## src/pkg/cde_pkg.sv

```systemverilog
// shared types, constants and helpers of the console deposit/examine handler
package cde_pkg;
	// access data size, encoded as log2 of the byte count
	typedef enum logic [1:0] {
		SZ_BYTE = 2'b00,
		SZ_WORD = 2'b01,
		SZ_LONG = 2'b10,
		SZ_QUAD = 2'b11
	} cde_size_type;
	// address spaces; psw and vector control are target-only spaces
	typedef enum logic [2:0] {
		SP_PHYS = 3'b000,
		SP_VIRT = 3'b001,
		SP_GREG = 3'b010,
		SP_IPR = 3'b011,
		SP_VREG = 3'b100,
		SP_VIND = 3'b101,
		SP_PSW = 3'b110,
		SP_VCTL = 3'b111
	} cde_space_type;
	// kind of address operand delivered by the command parser
	typedef enum logic [3:0] {
		AK_NUM = 4'b0000,
		AK_PSW = 4'b0001,
		AK_PC = 4'b0010,
		AK_SP = 4'b0011,
		AK_GREG = 4'b0100,
		AK_VCR = 4'b0101,
		AK_VLR = 4'b0110,
		AK_VMR = 4'b0111,
		AK_VELEM = 4'b1000,
		AK_NEXT = 4'b1001,
		AK_PREV = 4'b1010,
		AK_LAST = 4'b1011,
		AK_IND = 4'b1100,
		AK_NONE = 4'b1101
	} cde_kind_type;
	// error codes reported per command
	typedef enum logic [3:0] {
		ER_NONE = 4'b0000,
		ER_CONFLICT = 4'b0001,
		ER_FIT = 4'b0010,
		ER_PSW_QUAL = 4'b0011,
		ER_VCTL_QUAL = 4'b0100,
		ER_VEC_SPACE = 4'b0101,
		ER_NO_VEC = 4'b0110,
		ER_VIND_RANGE = 4'b0111,
		ER_DENIED = 4'b1000
	} cde_err_type;
	// one-hot qualifier bit positions
	localparam int QB_BYTE = 0;
	localparam int QB_WORD = 1;
	localparam int QB_LONG = 2;
	localparam int QB_QUAD = 3;
	localparam int QS_PHYS = 0;
	localparam int QS_VIRT = 1;
	localparam int QS_GREG = 2;
	localparam int QS_IPR = 3;
	localparam int QS_VREG = 4;
	localparam int QS_VIND = 5;
	// register offsets (byte addresses)
	localparam logic [4:0] REG_CTRL_OFS = 5'h00;
	localparam logic [4:0] REG_STATUS_OFS = 5'h04;
	localparam logic [4:0] REG_LAST_ADDR_OFS = 5'h08;
	localparam logic [4:0] REG_DATA_LO_OFS = 5'h0C;
	localparam logic [4:0] REG_DATA_HI_OFS = 5'h10;
	// field positions
	localparam int CTRL_VEC_BIT = 0;
	localparam int CTRL_MM_BIT = 1;
	localparam int ST_SPACE_LSB = 0;
	localparam int ST_SIZE_LSB = 3;
	localparam int ST_BUSY_BIT = 5;
	localparam int ST_ERR_LSB = 8;
	// reset values after processor initialization
	localparam cde_space_type RST_SPACE = SP_PHYS;
	localparam cde_size_type RST_SIZE = SZ_LONG;
	localparam logic [31:0] RST_ADDR = 32'h0000_0000;
	localparam logic [1:0] RST_CTRL = 2'h0;
	// fixed register numbers and limits
	localparam logic [3:0] GREG_PC_NUM = 4'hF;
	localparam logic [3:0] GREG_SP_NUM = 4'hE;
	localparam logic [31:0] VCTL_VCR_ADDR = 32'h0000_0000;
	localparam logic [31:0] VCTL_VLR_ADDR = 32'h0000_0001;
	localparam logic [31:0] VCTL_VMR_ADDR = 32'h0000_0002;
	localparam logic [6:0] VCTL_NARROW_WIDTH = 7'h07;
	localparam logic [6:0] VMR_WIDTH = 7'h40;
	localparam logic [31:0] VIND_MIN = 32'h0000_0400;
	localparam logic [31:0] VIND_MAX = 32'h0000_0FFF;

	// address step: access size for memory spaces, one elsewhere
	function automatic logic [31:0] cde_step(cde_space_type sp,
		cde_size_type sz);
		if (sp == SP_PHYS || sp == SP_VIRT)
			cde_step = 32'h0000_0001 << sz;
		else
			cde_step = 32'h0000_0001;
	endfunction
endpackage

```

## src/design/cde_target.sv

```systemverilog
// resolves the address operand into a target space and address
`timescale 1ns/1ps
module cde_target
	import cde_pkg::*;
(
	input wire cde_kind_type kind, // operand kind
	input wire logic [31:0] num_addr, // numeric address
	input wire logic [3:0] reg_num, // register number
	input wire logic [5:0] elem, // vector element
	input wire cde_space_type space_eff, // qualifier or saved space
	input wire logic space_given, // a space qualifier was typed
	input wire logic vec_ok, // vector processor attached
	input wire logic [31:0] last_addr, // last referenced address
	input wire cde_size_type last_size, // saved data size
	output cde_space_type res_space, // resolved space
	output logic [31:0] res_addr, // resolved address
	output logic [6:0] res_width, // fixed width, zero if by size
	output logic res_indirect, // address comes from a read
	output cde_err_type res_err // resolution error
);
	wire logic [31:0] step; // step of the saved reference
	wire logic vec_sp; // effective space is a vector one
	wire logic vind_bad; // vector indirect address out of range

	assign step = cde_step(space_eff, last_size);
	assign vec_sp = (space_eff == SP_VREG) || (space_eff == SP_VIND);
	assign vind_bad = (num_addr < VIND_MIN) || (num_addr > VIND_MAX);

	// operand decode; errors override the target
	always_comb
	begin
		res_space = space_eff;
		res_addr = last_addr;
		res_width = 7'h00;
		res_indirect = 1'b0;
		res_err = ER_NONE;
		case (kind)
			AK_NUM:
			begin
				res_addr = num_addr;
				if (vec_sp && !vec_ok)
					res_err = ER_NO_VEC;
				else if (space_eff == SP_VIND && vind_bad)
					res_err = ER_VIND_RANGE;
			end
			AK_PSW:
			begin
				res_space = SP_PSW;
				res_addr = RST_ADDR;
				if (space_given)
					res_err = ER_PSW_QUAL;
			end
			AK_PC, AK_SP, AK_GREG:
			begin
				res_space = SP_GREG;
				res_addr = {28'h000_0000, (kind == AK_PC) ? GREG_PC_NUM :
					(kind == AK_SP) ? GREG_SP_NUM : reg_num};
			end
			AK_VCR, AK_VLR, AK_VMR:
			begin
				res_space = SP_VCTL;
				res_addr = (kind == AK_VCR) ? VCTL_VCR_ADDR :
					(kind == AK_VLR) ? VCTL_VLR_ADDR : VCTL_VMR_ADDR;
				res_width = (kind == AK_VMR) ? VMR_WIDTH :
					VCTL_NARROW_WIDTH;
				if (space_given)
					res_err = ER_VCTL_QUAL;
				else if (!vec_ok)
					res_err = ER_NO_VEC;
			end
			AK_VELEM:
			begin
				res_addr = {22'h00_0000, reg_num, elem};
				if (space_eff != SP_VREG)
					res_err = ER_VEC_SPACE;
				else if (!vec_ok)
					res_err = ER_NO_VEC;
			end
			AK_NEXT, AK_NONE:
				res_addr = last_addr + step;
			AK_PREV:
				res_addr = last_addr - step;
			AK_LAST:
				res_addr = last_addr;
			AK_IND:
				res_indirect = 1'b1;
			default:
				res_addr = last_addr;
		endcase
	end
endmodule

```

## src/design/cde_console.sv

```systemverilog
// console deposit/examine command handler, top level
//
// Summary of operation
// - byte, word, longword, quadword sizes; longword default
// - six address spaces; physical memory default
// - repeat count steps upward from start
// - next location adds access size in memory
// - previous location subtracts access size in memory
// - other spaces step next/previous by one
// - repeat-last and indirect symbols resolve from last
// - missing qualifiers reuse previous size and space
// - initialization: physical, longword, address zero
// - oversize deposit value: no write, error
// - narrow deposit value is zero-extended
// - conflicting qualifiers: discard command, error
// - pc, sp, general register force register space
// - status word target refuses space qualifier
// - count/length 7 bits, mask 64; unqualified
// - vector element needs vector space selected
// - vector registers default to quadword
// - indirect vector addresses 400 to FFF; needs vector unit
// - virtual access checked; denied gives error
// - mapped virtual write sets modified bit, flushes buffer
// - examine reads location; address optional
`timescale 1ns/1ps
module cde_console
	import cde_pkg::*;
#(
	parameter int CNT_W = 32 // width of the repeat count
)
(
	input wire logic core_clk, // system clock
	input wire logic rstn, // synchronous reset, active low
	// command port from the console parser
	input wire logic cmd_valid, // command offered
	output logic cmd_ready, // handler idle, takes command
	input wire logic cmd_write, // 1 deposit, 0 examine
	input wire logic [3:0] cmd_size_sel, // one-hot size qualifiers
	input wire logic [5:0] cmd_space_sel, // one-hot space qualifiers
	input wire logic [CNT_W-1:0] cmd_count, // repeat count, 0 none
	input wire cde_kind_type cmd_kind, // address operand kind
	input wire logic [31:0] cmd_addr, // numeric address
	input wire logic [3:0] cmd_reg, // register number
	input wire logic [5:0] cmd_elem, // vector element
	input wire logic [63:0] cmd_data, // deposit value
	// result port
	output logic done, // command finished, pulse
	output logic err, // command failed, pulse
	output cde_err_type err_code, // reason of last failure
	output logic exam_valid, // examine data valid, pulse
	output logic [63:0] exam_data, // examined contents
	// target access port
	output logic acc_req, // access request, level
	output logic acc_wr, // access is a write
	output cde_space_type acc_space, // target space
	output cde_size_type acc_size, // target size
	output logic [31:0] acc_addr, // target address
	output logic [63:0] acc_wdata, // write data
	input wire logic acc_ack, // access complete
	input wire logic acc_fault, // access denied
	input wire logic [63:0] acc_rdata, // read data
	output logic pte_mod_set, // set page_entry_modified_bit
	output logic wbuf_flush, // flush processor write buffer
	// register port
	input wire logic [4:0] reg_addr, // register byte address
	input wire logic [31:0] reg_wdata, // write data
	input wire logic reg_wr, // write strobe
	input wire logic reg_rd, // read strobe
	output logic [31:0] reg_rdata // read data, next cycle
);
	////////////////////////////////////////////////////////////////////
	// state and storage
	typedef enum logic [1:0] {
		ST_IDLE = 2'b00,
		ST_IND = 2'b01,
		ST_ACC = 2'b10
	} cde_state_type;

	cde_state_type state_reg, state_next; // sequencer
	cde_space_type cur_space_reg; // saved space qualifier
	cde_size_type cur_size_reg; // saved size qualifier
	logic [31:0] last_addr_reg; // last referenced location
	logic [1:0] ctrl_reg; // vector attached, mapping on
	cde_space_type tgt_space_reg; // space of running command
	cde_size_type tgt_size_reg; // size of running command
	logic [31:0] tgt_addr_reg; // current address
	logic [63:0] tgt_data_reg; // extended deposit value
	logic tgt_wr_reg; // running command writes
	logic [CNT_W-1:0] remain_reg; // accesses still to go after the current one
	logic done_reg, err_reg, exv_reg; // result pulses
	cde_err_type err_code_reg; // last error
	logic [63:0] exam_data_reg; // examined value
	logic pte_reg; // mapped virtual write seen
	logic [31:0] rdata_reg; // register read data
	////////////////////////////////////////////////////////////////////
	// qualifier decode
	wire logic size_given; // any size qualifier typed
	wire logic space_given; // any space qualifier typed
	wire logic size_conflict; // more than one size
	wire logic space_conflict; // more than one space
	wire cde_size_type size_q; // typed size
	wire cde_space_type space_q; // typed space
	wire cde_space_type space_eff; // typed or saved space
	wire logic vec_ok; // vector unit present
	wire logic mm_on; // memory mapping enabled

	// more than one bit set in a one-hot field
	function automatic logic multi_hot(logic [5:0] v);
		multi_hot = (v & (v - 6'h01)) != 6'h00;
	endfunction

	assign vec_ok = ctrl_reg[CTRL_VEC_BIT];
	assign mm_on = ctrl_reg[CTRL_MM_BIT];
	assign size_given = |cmd_size_sel;
	assign space_given = |cmd_space_sel;
	assign size_conflict = multi_hot({2'b00, cmd_size_sel});
	assign space_conflict = multi_hot(cmd_space_sel);
	assign size_q = cmd_size_sel[QB_QUAD] ? SZ_QUAD :
		cmd_size_sel[QB_LONG] ? SZ_LONG :
		cmd_size_sel[QB_WORD] ? SZ_WORD : SZ_BYTE;
	assign space_q = cmd_space_sel[QS_VIND] ? SP_VIND :
		cmd_space_sel[QS_VREG] ? SP_VREG :
		cmd_space_sel[QS_IPR] ? SP_IPR :
		cmd_space_sel[QS_GREG] ? SP_GREG :
		cmd_space_sel[QS_VIRT] ? SP_VIRT : SP_PHYS;
	assign space_eff = space_given ? space_q : cur_space_reg;
	////////////////////////////////////////////////////////////////////
	// operand resolution
	wire cde_space_type res_space; // resolved space
	wire logic [31:0] res_addr; // resolved address
	wire logic [6:0] res_width; // fixed width or zero
	wire logic res_ind; // indirect operand
	wire cde_err_type res_err; // resolution error

	cde_target u_target (
		.kind(cmd_kind),
		.num_addr(cmd_addr),
		.reg_num(cmd_reg),
		.elem(cmd_elem),
		.space_eff(space_eff),
		.space_given(space_given),
		.vec_ok(vec_ok),
		.last_addr(last_addr_reg),
		.last_size(cur_size_reg),
		.res_space(res_space),
		.res_addr(res_addr),
		.res_width(res_width),
		.res_indirect(res_ind),
		.res_err(res_err)
	);

	wire cde_size_type size_eff; // size for this command
	wire logic [6:0] width_eff; // data width in bits
	wire logic [63:0] width_mask; // ones over the data width
	wire logic fit_bad; // deposit value too wide
	wire cde_err_type cmd_err; // final verdict on the command
	wire logic saves_qual; // target space is a saved space

	// vector registers take quadword unless a size was typed
	assign size_eff = size_given ? size_q :
		(res_space == SP_VREG) ? SZ_QUAD : cur_size_reg;
	assign width_eff = (res_width != 7'h00) ? res_width :
		7'(7'h08 << size_eff);
	assign width_mask = (width_eff == VMR_WIDTH) ? 64'hFFFF_FFFF_FFFF_FFFF :
		((64'h0000_0000_0000_0001 << width_eff) - 64'h0000_0000_0000_0001);
	assign fit_bad = cmd_write && ((cmd_data & ~width_mask) != 64'h0);
	// conflict outranks every other verdict, nothing is touched
	assign cmd_err = (size_conflict || space_conflict) ? ER_CONFLICT :
		(res_err != ER_NONE) ? res_err :
		fit_bad ? ER_FIT : ER_NONE;
	assign saves_qual = (res_space != SP_PSW) && (res_space != SP_VCTL);
	////////////////////////////////////////////////////////////////////
	// sequencer
	wire logic take; // command accepted this cycle
	wire logic acc_done; // access answered
	wire logic acc_last; // final access of a repeat
	wire logic virt_map; // virtual access through the map

	assign take = cmd_valid && (state_reg == ST_IDLE);
	assign acc_done = acc_ack && (state_reg != ST_IDLE);
	assign acc_last = remain_reg == '0;
	assign virt_map = (tgt_space_reg == SP_VIRT) && mm_on;

	// next state; a fault ends the command at once
	always_comb
	begin
		state_next = state_reg;
		case (state_reg)
			ST_IDLE:
				if (take && cmd_err == ER_NONE)
					state_next = res_ind ? ST_IND : ST_ACC;
			ST_IND:
				if (acc_ack)
					state_next = acc_fault ? ST_IDLE : ST_ACC;
			ST_ACC:
				if (acc_ack && (acc_fault || acc_last))
					state_next = ST_IDLE;
			default:
				state_next = ST_IDLE;
		endcase
	end
	always_ff @(posedge core_clk)
	begin
		if (!rstn)
			state_reg <= ST_IDLE;
		else
			state_reg <= state_next;
	end

	// saved qualifiers and last location survive between commands
	always_ff @(posedge core_clk)
	begin
		if (!rstn)
		begin
			cur_space_reg <= RST_SPACE;
			cur_size_reg <= RST_SIZE;
		end
		else if (take && cmd_err == ER_NONE && saves_qual)
		begin
			cur_space_reg <= res_space;
			cur_size_reg <= size_eff;
		end
	end
	always_ff @(posedge core_clk)
	begin
		if (!rstn)
			last_addr_reg <= RST_ADDR;
		else if (state_reg == ST_ACC && acc_ack && !acc_fault)
			last_addr_reg <= tgt_addr_reg;
	end

	// target of the running command
	always_ff @(posedge core_clk)
	begin
		if (!rstn)
		begin
			tgt_space_reg <= RST_SPACE;
			tgt_size_reg <= RST_SIZE;
			tgt_addr_reg <= RST_ADDR;
			tgt_data_reg <= 64'h0000_0000_0000_0000;
			tgt_wr_reg <= 1'b0;
			remain_reg <= '0;
		end
		else if (take)
		begin
			tgt_space_reg <= res_space;
			tgt_size_reg <= size_eff;
			// indirect: first fetch the pointer at the last location
			tgt_addr_reg <= res_ind ? last_addr_reg : res_addr;
			tgt_data_reg <= cmd_data & width_mask;
			tgt_wr_reg <= cmd_write;
			remain_reg <= cmd_count;
		end
		else if (state_reg == ST_IND && acc_ack)
			tgt_addr_reg <= acc_rdata[31:0];
		else if (state_reg == ST_ACC && acc_ack && !acc_last)
		begin
			// repeats always climb, whatever symbol gave the start
			tgt_addr_reg <= tgt_addr_reg +
				cde_step(tgt_space_reg, tgt_size_reg);
			remain_reg <= remain_reg - 1'b1;
		end
	end
	////////////////////////////////////////////////////////////////////
	// results
	always_ff @(posedge core_clk)
	begin
		if (!rstn)
		begin
			done_reg <= 1'b0;
			err_reg <= 1'b0;
			err_code_reg <= ER_NONE;
		end
		else
		begin
			done_reg <= 1'b0;
			err_reg <= 1'b0;
			if (take && cmd_err != ER_NONE)
			begin
				err_reg <= 1'b1;
				err_code_reg <= cmd_err;
			end
			else if (acc_done && acc_fault)
			begin
				err_reg <= 1'b1;
				err_code_reg <= ER_DENIED;
			end
			else if (state_reg == ST_ACC && acc_ack && acc_last)
				done_reg <= 1'b1;
		end
	end

	// examined data, one pulse per location read
	always_ff @(posedge core_clk)
	begin
		if (!rstn)
		begin
			exv_reg <= 1'b0;
			exam_data_reg <= 64'h0000_0000_0000_0000;
		end
		else
		begin
			exv_reg <= 1'b0;
			if (state_reg == ST_ACC && acc_ack && !acc_fault && !tgt_wr_reg)
			begin
				exv_reg <= 1'b1;
				exam_data_reg <= acc_rdata;
			end
		end
	end

	// one flop marks the page and drains the buffer, so they never part
	always_ff @(posedge core_clk)
	begin
		if (!rstn)
			pte_reg <= 1'b0;
		else
			pte_reg <= state_reg == ST_ACC && acc_ack && !acc_fault &&
				tgt_wr_reg && virt_map;
	end
	////////////////////////////////////////////////////////////////////
	// register port
	wire logic [31:0] status_word; // live status
	wire logic [31:0] rd_mux; // selected read value

	assign status_word = {20'h0_0000, err_code_reg, 2'b00,
		state_reg != ST_IDLE, cur_size_reg, cur_space_reg};
	assign rd_mux = (reg_addr == REG_CTRL_OFS) ? {30'h0000_0000, ctrl_reg} :
		(reg_addr == REG_STATUS_OFS) ? status_word :
		(reg_addr == REG_LAST_ADDR_OFS) ? last_addr_reg :
		(reg_addr == REG_DATA_LO_OFS) ? exam_data_reg[31:0] :
		(reg_addr == REG_DATA_HI_OFS) ? exam_data_reg[63:32] :
		32'h0000_0000; // unmapped reads zero

	always_ff @(posedge core_clk)
	begin
		if (!rstn)
			ctrl_reg <= RST_CTRL;
		else if (reg_wr && reg_addr == REG_CTRL_OFS)
			ctrl_reg <= reg_wdata[1:0];
	end

	always_ff @(posedge core_clk)
	begin
		if (!rstn)
			rdata_reg <= 32'h0000_0000;
		else
			rdata_reg <= reg_rd ? rd_mux : 32'h0000_0000; // one cycle only
	end
	////////////////////////////////////////////////////////////////////
	// outputs
	assign cmd_ready = state_reg == ST_IDLE;
	assign acc_req = state_reg != ST_IDLE;
	assign acc_wr = (state_reg == ST_ACC) && tgt_wr_reg;
	// unmapped virtual is plain physical, pointer fetch included
	assign acc_space = (tgt_space_reg == SP_VIRT && !mm_on) ? SP_PHYS :
		tgt_space_reg;
	assign acc_size = (state_reg == ST_IND) ? SZ_LONG : tgt_size_reg;
	assign acc_addr = tgt_addr_reg;
	assign acc_wdata = tgt_data_reg;
	assign done = done_reg;
	assign err = err_reg;
	assign err_code = err_code_reg;
	assign exam_valid = exv_reg;
	assign exam_data = exam_data_reg;
	assign pte_mod_set = pte_reg;
	assign wbuf_flush = pte_reg;
	assign reg_rdata = rdata_reg;
endmodule

```

## config.mk

```make
export PLATFORM = sky130hd
export DESIGN_NAME = cde_console
export DESIGN_NICKNAME = d
export VERILOG_FILES = /design/src/pkg/cde_pkg.sv /design/src/design/cde_target.sv /design/src/design/cde_console.sv
export SDC_FILE = /design/constraint.sdc
export NUM_CORES = 1
export LEC_CHECK = 0
export ABC_AREA = 1
export ABC_CLOCK_PERIOD_IN_PS = 10300
export BUFFER_PORTS_ARGS = -buffer_cell sky130_fd_sc_hd__buf_2
export CORE_MARGIN = 2
export CORE_UTILIZATION = 35
export DETAILED_ROUTE_END_ITERATION = 10
export PLACE_DENSITY = 0.68
export RECOVER_POWER = 50
export SETUP_SLACK_MARGIN = 0.02
export SYNTH_ARGS = -nofsm -noshare
export SYNTH_HDL_FRONTEND = slang
export SYNTH_SLANG_ARGS = --single-unit
```

## constraint.sdc

```tcl
create_clock -name core_clk -period 10.3 [get_ports core_clk]
set_input_delay 2.06 -clock core_clk [delete_from_list [all_inputs] [get_ports core_clk]]
set_output_delay 2.06 -clock core_clk [all_outputs]
set_load 0.02 [all_outputs]
```

Word level (Yosys, flattened, before mapping)
Cells that the tools add are included.
- add/sub/neg operators: 7
- bitwise operators: 7
- $lt $le $gt $ge: 2
- reduce and logical (&&, ||, !) cells: 62
- multiplexer cells: 64
- shift operators: 4
- equality and inequality tests: 31
- operators with widths (kind ; number):
    32-bit 2-to-1 mux ; 17
    32-bit one-hot mux with 7 select lines ; 1
    64-bit bitwise AND ; 2
    32-bit adder ; 2
    64-bit 2-to-1 mux ; 1
    64-bit NOT ; 1
    64-bit nonzero test ; 1
    1-bit by 2-bit << shifter with 32-bit output, first input constant ; 2
    1-bit by 7-bit << shifter with 64-bit output, first input constant ; 1
    64-bit by 1-bit subtractor with 64-bit output, second input constant ; 1
    4-bit 2-to-1 mux ; 9
    32-bit by 12-bit greater-than comparator with 1-bit output, second input constant ; 1
    32-bit logical NOT ; 1
    32-bit by 11-bit < comparator with 1-bit output, second input constant ; 1
    2-bit 2-to-1 mux ; 16
    32-bit by 1-bit subtractor with 32-bit output, second input constant ; 1
    32-bit subtractor ; 1
    1-bit logical AND ; 23
    7-bit 2-to-1 mux ; 3
    4-bit equality test, second input constant ; 5
    3-bit 2-to-1 mux ; 6
    4-bit by 3-bit equality test with 1-bit output, second input constant ; 4
    4-bit one-hot mux with 4 select lines ; 1
    12-bit 2-to-1 mux ; 1
    other kinds (39) ; 75
- input bits: 261
- output and inout bits: 209
- register bits: 279
- word-level logic and storage cells: 197

Longest topological paths before layout
- word-level depth: 26
- depth in mapped cells: 29

By module
Synthesis repeated with hierarchy kept, for this count alone.
- cell total of the unflattened synthesis: 3400
- area total of the unflattened synthesis: 20009.2 um^2
- modules (own cells, without submodules) (module ; cells each ; instances ; area an instance (um^2) ; seq. area each (um^2)):
    cde_console ; 2649 ; 1 ; 16498.3 ; 5585.4
    cde_target ; 751 ; 1 ; 3510.9 ; 0.0

Worst setup path before layout
No wires, ideal clock.
- kind: input-to-reg
- from: input port cmd_space_sel[5]
- to: register tgt_addr_reg[28] (netlist: acc_addr[28])
- arrival time: 5612 ps
- required time: 10181 ps
- cell stages on the path: 24
- library setup time: 119 ps
- setup slack: 4568 ps
- path buffers: 0
- path through: nor2_1 > nand2_1 > nor2_1 > inv_1 > nor2_1 > nor2_1 > inv_1 > ha_1 > inv_1 > o21ai_0 > ha_1 > nand2_1 > inv_1 > a21oi_1 > o21ai_0 > a21oi_1 > nand2_1 > a21oi_1 > o21bai_1 > or2_2 > nand3_1 > nand3_1 > nand2_1 > a21oi_1
- longest elaborated chain between the ends: 9
- ends and longest elaborated chain (what ; RTL line ; source):
    start, declared ; cde_console.sv:39 ; input wire logic [5:0] cmd_space_sel,
    6-bit OR reduction or 3-bit 2-to-1 mux (tied branches) ; cde_console.sv:115, cde_console.sv:121 ;
    3-bit 2-to-1 mux (*) ; cde_console.sv:126 ; assign space_eff = space_given ? space_q : cur_space_reg;
    3-bit by 1-bit equality test with 1-bit output or 3-bit logical NOT (tied branches) ; cde_pkg.sv:93 ; if (sp == SP_PHYS || sp == SP_VIRT)
    1-bit logical OR (*) ; cde_pkg.sv:93 ;
    32-bit 2-to-1 mux (*) ; cde_pkg.sv:93 ;
    32-bit subtractor or 32-bit adder (tied branches) ; cde_target.sv:82, cde_target.sv:80 ;
    32-bit one-hot mux with 7 select lines (*) ; cde_target.sv:37 ; case (kind)
    32-bit 2-to-1 mux (*) ; cde_console.sv:249 ; tgt_addr_reg <= res_ind ? last_addr_reg : res_addr;
    32-bit 2-to-1 mux (*) ; cde_console.sv:244 ; else if (take)
    end signal, assigned ; cde_console.sv:249 ;
    end signal, assigned ; cde_console.sv:255 ; tgt_addr_reg <= acc_rdata[31:0];
    end signal, assigned ; cde_console.sv:259 ; tgt_addr_reg <= tgt_addr_reg +
    end, declared ; cde_console.sv:86 ; logic [31:0] tgt_addr_reg;
Mark *: on every way between the ends. The rest lies on a longest branch, timed or not.
A chain may end at the register's enable or synchronous reset.

==> results.txt <==
----------------------------------------------------
[Critical path]
  Kind of cell adding the most delay to the critical path ... buffers and inverters
  CP endpoint kind ... flop
  FF-to-FF path depth ... 8
  Critical-path cell list ... clkbuf_1, clkbuf_1, o21ai_0, a21oi_1
  Critical path class ... input pin to flop
  Sort of element at the start of the critical path ... input pin
  Cell repeated most along the worst path ... clkbuf_1
  CP max-delay cell ... clkbuf_1
  Delay contributed by the slowest stage of the critical path ... 2.56 ns
  Worst endpoint required time ... 10.77 ns
  Data arrival time at the worst-slack endpoint ... 7.86 ns
  Crit path buffers/inverters ... 2
  Worst-path fanout max ... 92
  Number of gates on the worst path with buffers counted ... 4

[Detailed routing]
  Average detailed-routed wire length per instance ... 19.5 µm
  Sum of routed wire length over all layers ... 64300 µm
  Number of DRC markers in iteration 0 ... 1428
  Vias per inst ... 5.40
  First-pass iteration count of the detailed router ... 5
  DR vias ... 17.8k
  Remaining design rule violation count ... 0
  Number of routed nets with antenna violations ... 0

[Finish]
  Post-layout util ... 43.4%
  Fraction of layout cells with a size suffix above 1 ... 13.4%
  Layout Nets ... 2984
  Area Growth Syn to Fin ... 22.3%

[Power and ir drop]
  Maximum ir drop on the vdd rail ... 0.125 mV
  Lkg Pwr ... 7.96 nW
  Power per standard cell area ... 165 mW/mm²

[Logic synthesis]
  Average instance area after synthesis ... 6.77 µm²
  Area share of the leading cell type in the synthesized netlist ... 35.6%
  Async set or reset register ratio after synthesis ... 0%
  Yosys warns ... 0
  Post-synth top area cell ... dfxtp_1
  Sequential element share of the synthesized area ... 35.6%
  Ranking of synthesized cells by area ... dfxtp_1 (36%), a21oi_1 (9.6%), nand2_1 (8.6%), o21ai_0 (7.4%), inv_1 (6.3%)
  Most common flop cell mapped by yosys ... dfxtp_1
  Number of synthesized register bits ... 279
  Syn Inst Count ... 2317
  Nets in the synthesized netlist ... 2618
  Count of distinct cell types in the synthesized netlist ... 61
  Post-synth EDFFs ... 0
  Cell types with the highest counts after synthesis ... nand2_1 (360), a21oi_1 (302), dfxtp_1 (279)
  Post-synthesis cell area ... 0.0157 mm²
  Count leader, synth ... nand2_1

[Global routing]
  All-layer global routing usage ... 26.7%
  First-pass GRT wire length ... 96900 µm
  Vias in the first global route ... 16.9k
  Pin count of the biggest net entering global routing ... 130
  Total global routing overflow ... 0
  Number of antenna violations at the first check in global routing ... 7

[STA]
  Max Slew Vio Count ... 285
  Tcrit/Tclk final ... 71.8%
  Unrepaired setup endpoints after global routing ... no
  Clock Skew ... 0.0205 ns
  Final TNS setup ... 0 ns
  Worst relative slew slack ... -129%
  Worst slew pin tran ... 3.44 ns
  Setup violation total in the final timing report ... 0
  Worst Slack Setup Final ... 2.90 ns
  Final hold violation count ... 0
  Shortest clock period the worst path allows after layout ... 7.40 ns
  Maximum clock rate ... 135 MHz

[Die]
  Placeable core region ... 0.0442 mm²
  Floorplan die width ... 216 µm
  Die area ... 0.0465 mm²
  Chip Height ... 216 µm
  Top-level I/O count ... 470
  Effective utilization at floorplan ... 35.5%
  Placement Rows ... 77

[Clock network]
  Clock insertion delay at the later pin of the skew report ... 0.56 ns
  Number of resized instances in the post-cts repair step ... 0
  CTS tree ... yes
  # clock sinks ... 279
  Hold Buf Count CTS ... 0
  Reg clk slew, reported paths ... 0.06 ns
  H-tree lvl count ... 2
  Clock buffers created by TritonCTS ... 35
  Number of buffers inserted to repair setup after CTS ... 0
  Root buf cell ... clkbuf_16
  Clock tree buffer depth ... 3

[Status]
  Violated checks ... capacitance limit, slew limit
  Status ... finished with violations

[Worst hold path]
  Worst hold path type ... flop to flop
  Min-Delay Path Depth ... 2

[Run]
  Reported max-cap violation count ... 4

[Place]
  Number of input and output port buffers inserted ... 439
  HPWL Detailed ... 49400 µm
  Final weighted congestion in routability-driven placement ... 0.956
  Dpl ws ... 4.16 ns

----------------------------------------------------
report_power, final:
group / internal, mW / switching, mW
Sequential: 1.15 / 0.0755
Combinational: 0.186 / 0.412
Clock: 0.824 / 0.513
Total: 2.16 / 1.00
cells by family (layout without fill, tap and decap cells):
family,Yosys count,in the layout,synth area share (%)
flops,279,279,35.6
buf+inv,395,783,9.80
other cells,0,2,0
xor+xnor,33,33,1.84
fa+ha+maj,40,40,3.29
simple gates,848,848,23.8
compound gates,722,722,25.6
stage by stage:
stage / cell area (µm²) / power [mW] / hold WS [ns] / cells
CTS: 19500 / 3.18 / 0.464 / 3297
finish: 19200 / 3.16 / 0.465 / 3299
floorplan: 15700 / 1.62 / 0.449 / 2317
detailed placement: 18200 / 1.84 / 0.454 / 3238
global placement: 18200 / 1.83 / 0.450 / 3238
global route: 19200 / 3.29 / 0.481 / 3299
area by class of cell:
class,count,area (µm²)
Clock buffer,45,973
Timing Repair Buffer,452,2030
Clock inverter,14,258
Tap cell,592,741
Sequential cell,279,5590
Fill cell,4731,25000
Multi-Input combinational cell,1643,8570
Antenna cell,2,5.00
Inverter,272,1020
metal layers:
metal	global-route usage, %	up-vias	wire length, µm
li1	-	8604	-
met1	31.1	8270	24700
met2	46.1	776	30900
met3	6.55	150	5720
met4	12.1	10	3010
met5	0	-	69
tightest hold or removal path, cell delays in order, from the launching register on:
cell and delay, ns:
dfxtp_1 0.31, nand2_1 0.06, a21oi_1 0.05
worst paths after layout:
path	start	endpoint	slack (ns)
max	rstn	exam_data[23]	2.90
min	acc_wdata[43]	acc_wdata[43]	0.46
max reg2reg	state_reg[1]	acc_addr[17]	4.47
min reg2reg	acc_wdata[43]	acc_wdata[43]	0.46
placed cells by master, fill, tap and decap left out, types with 9 or more instances in the layout:
master / n
xor2_1: 27
a31oi_1: 41
o22ai_1: 35
nor4_1: 17
nand4_1: 24
a21oi_1: 302
o21bai_1: 9
o21ai_0: 231
a211oi_1: 11
inv_1: 263
o21ai_1: 16
or2_2: 12
ha_1: 38
nand2_1: 360
nor2_4: 9
buf_2: 233
clkbuf_16: 35
nand3_1: 130
clkbuf_1: 211
buf_4: 12
dfxtp_1: 279
o211ai_1: 27
nand2_2: 9
nor3_1: 23
nor2_1: 242
Note: power is estimated with default switching activity, not from simulation.
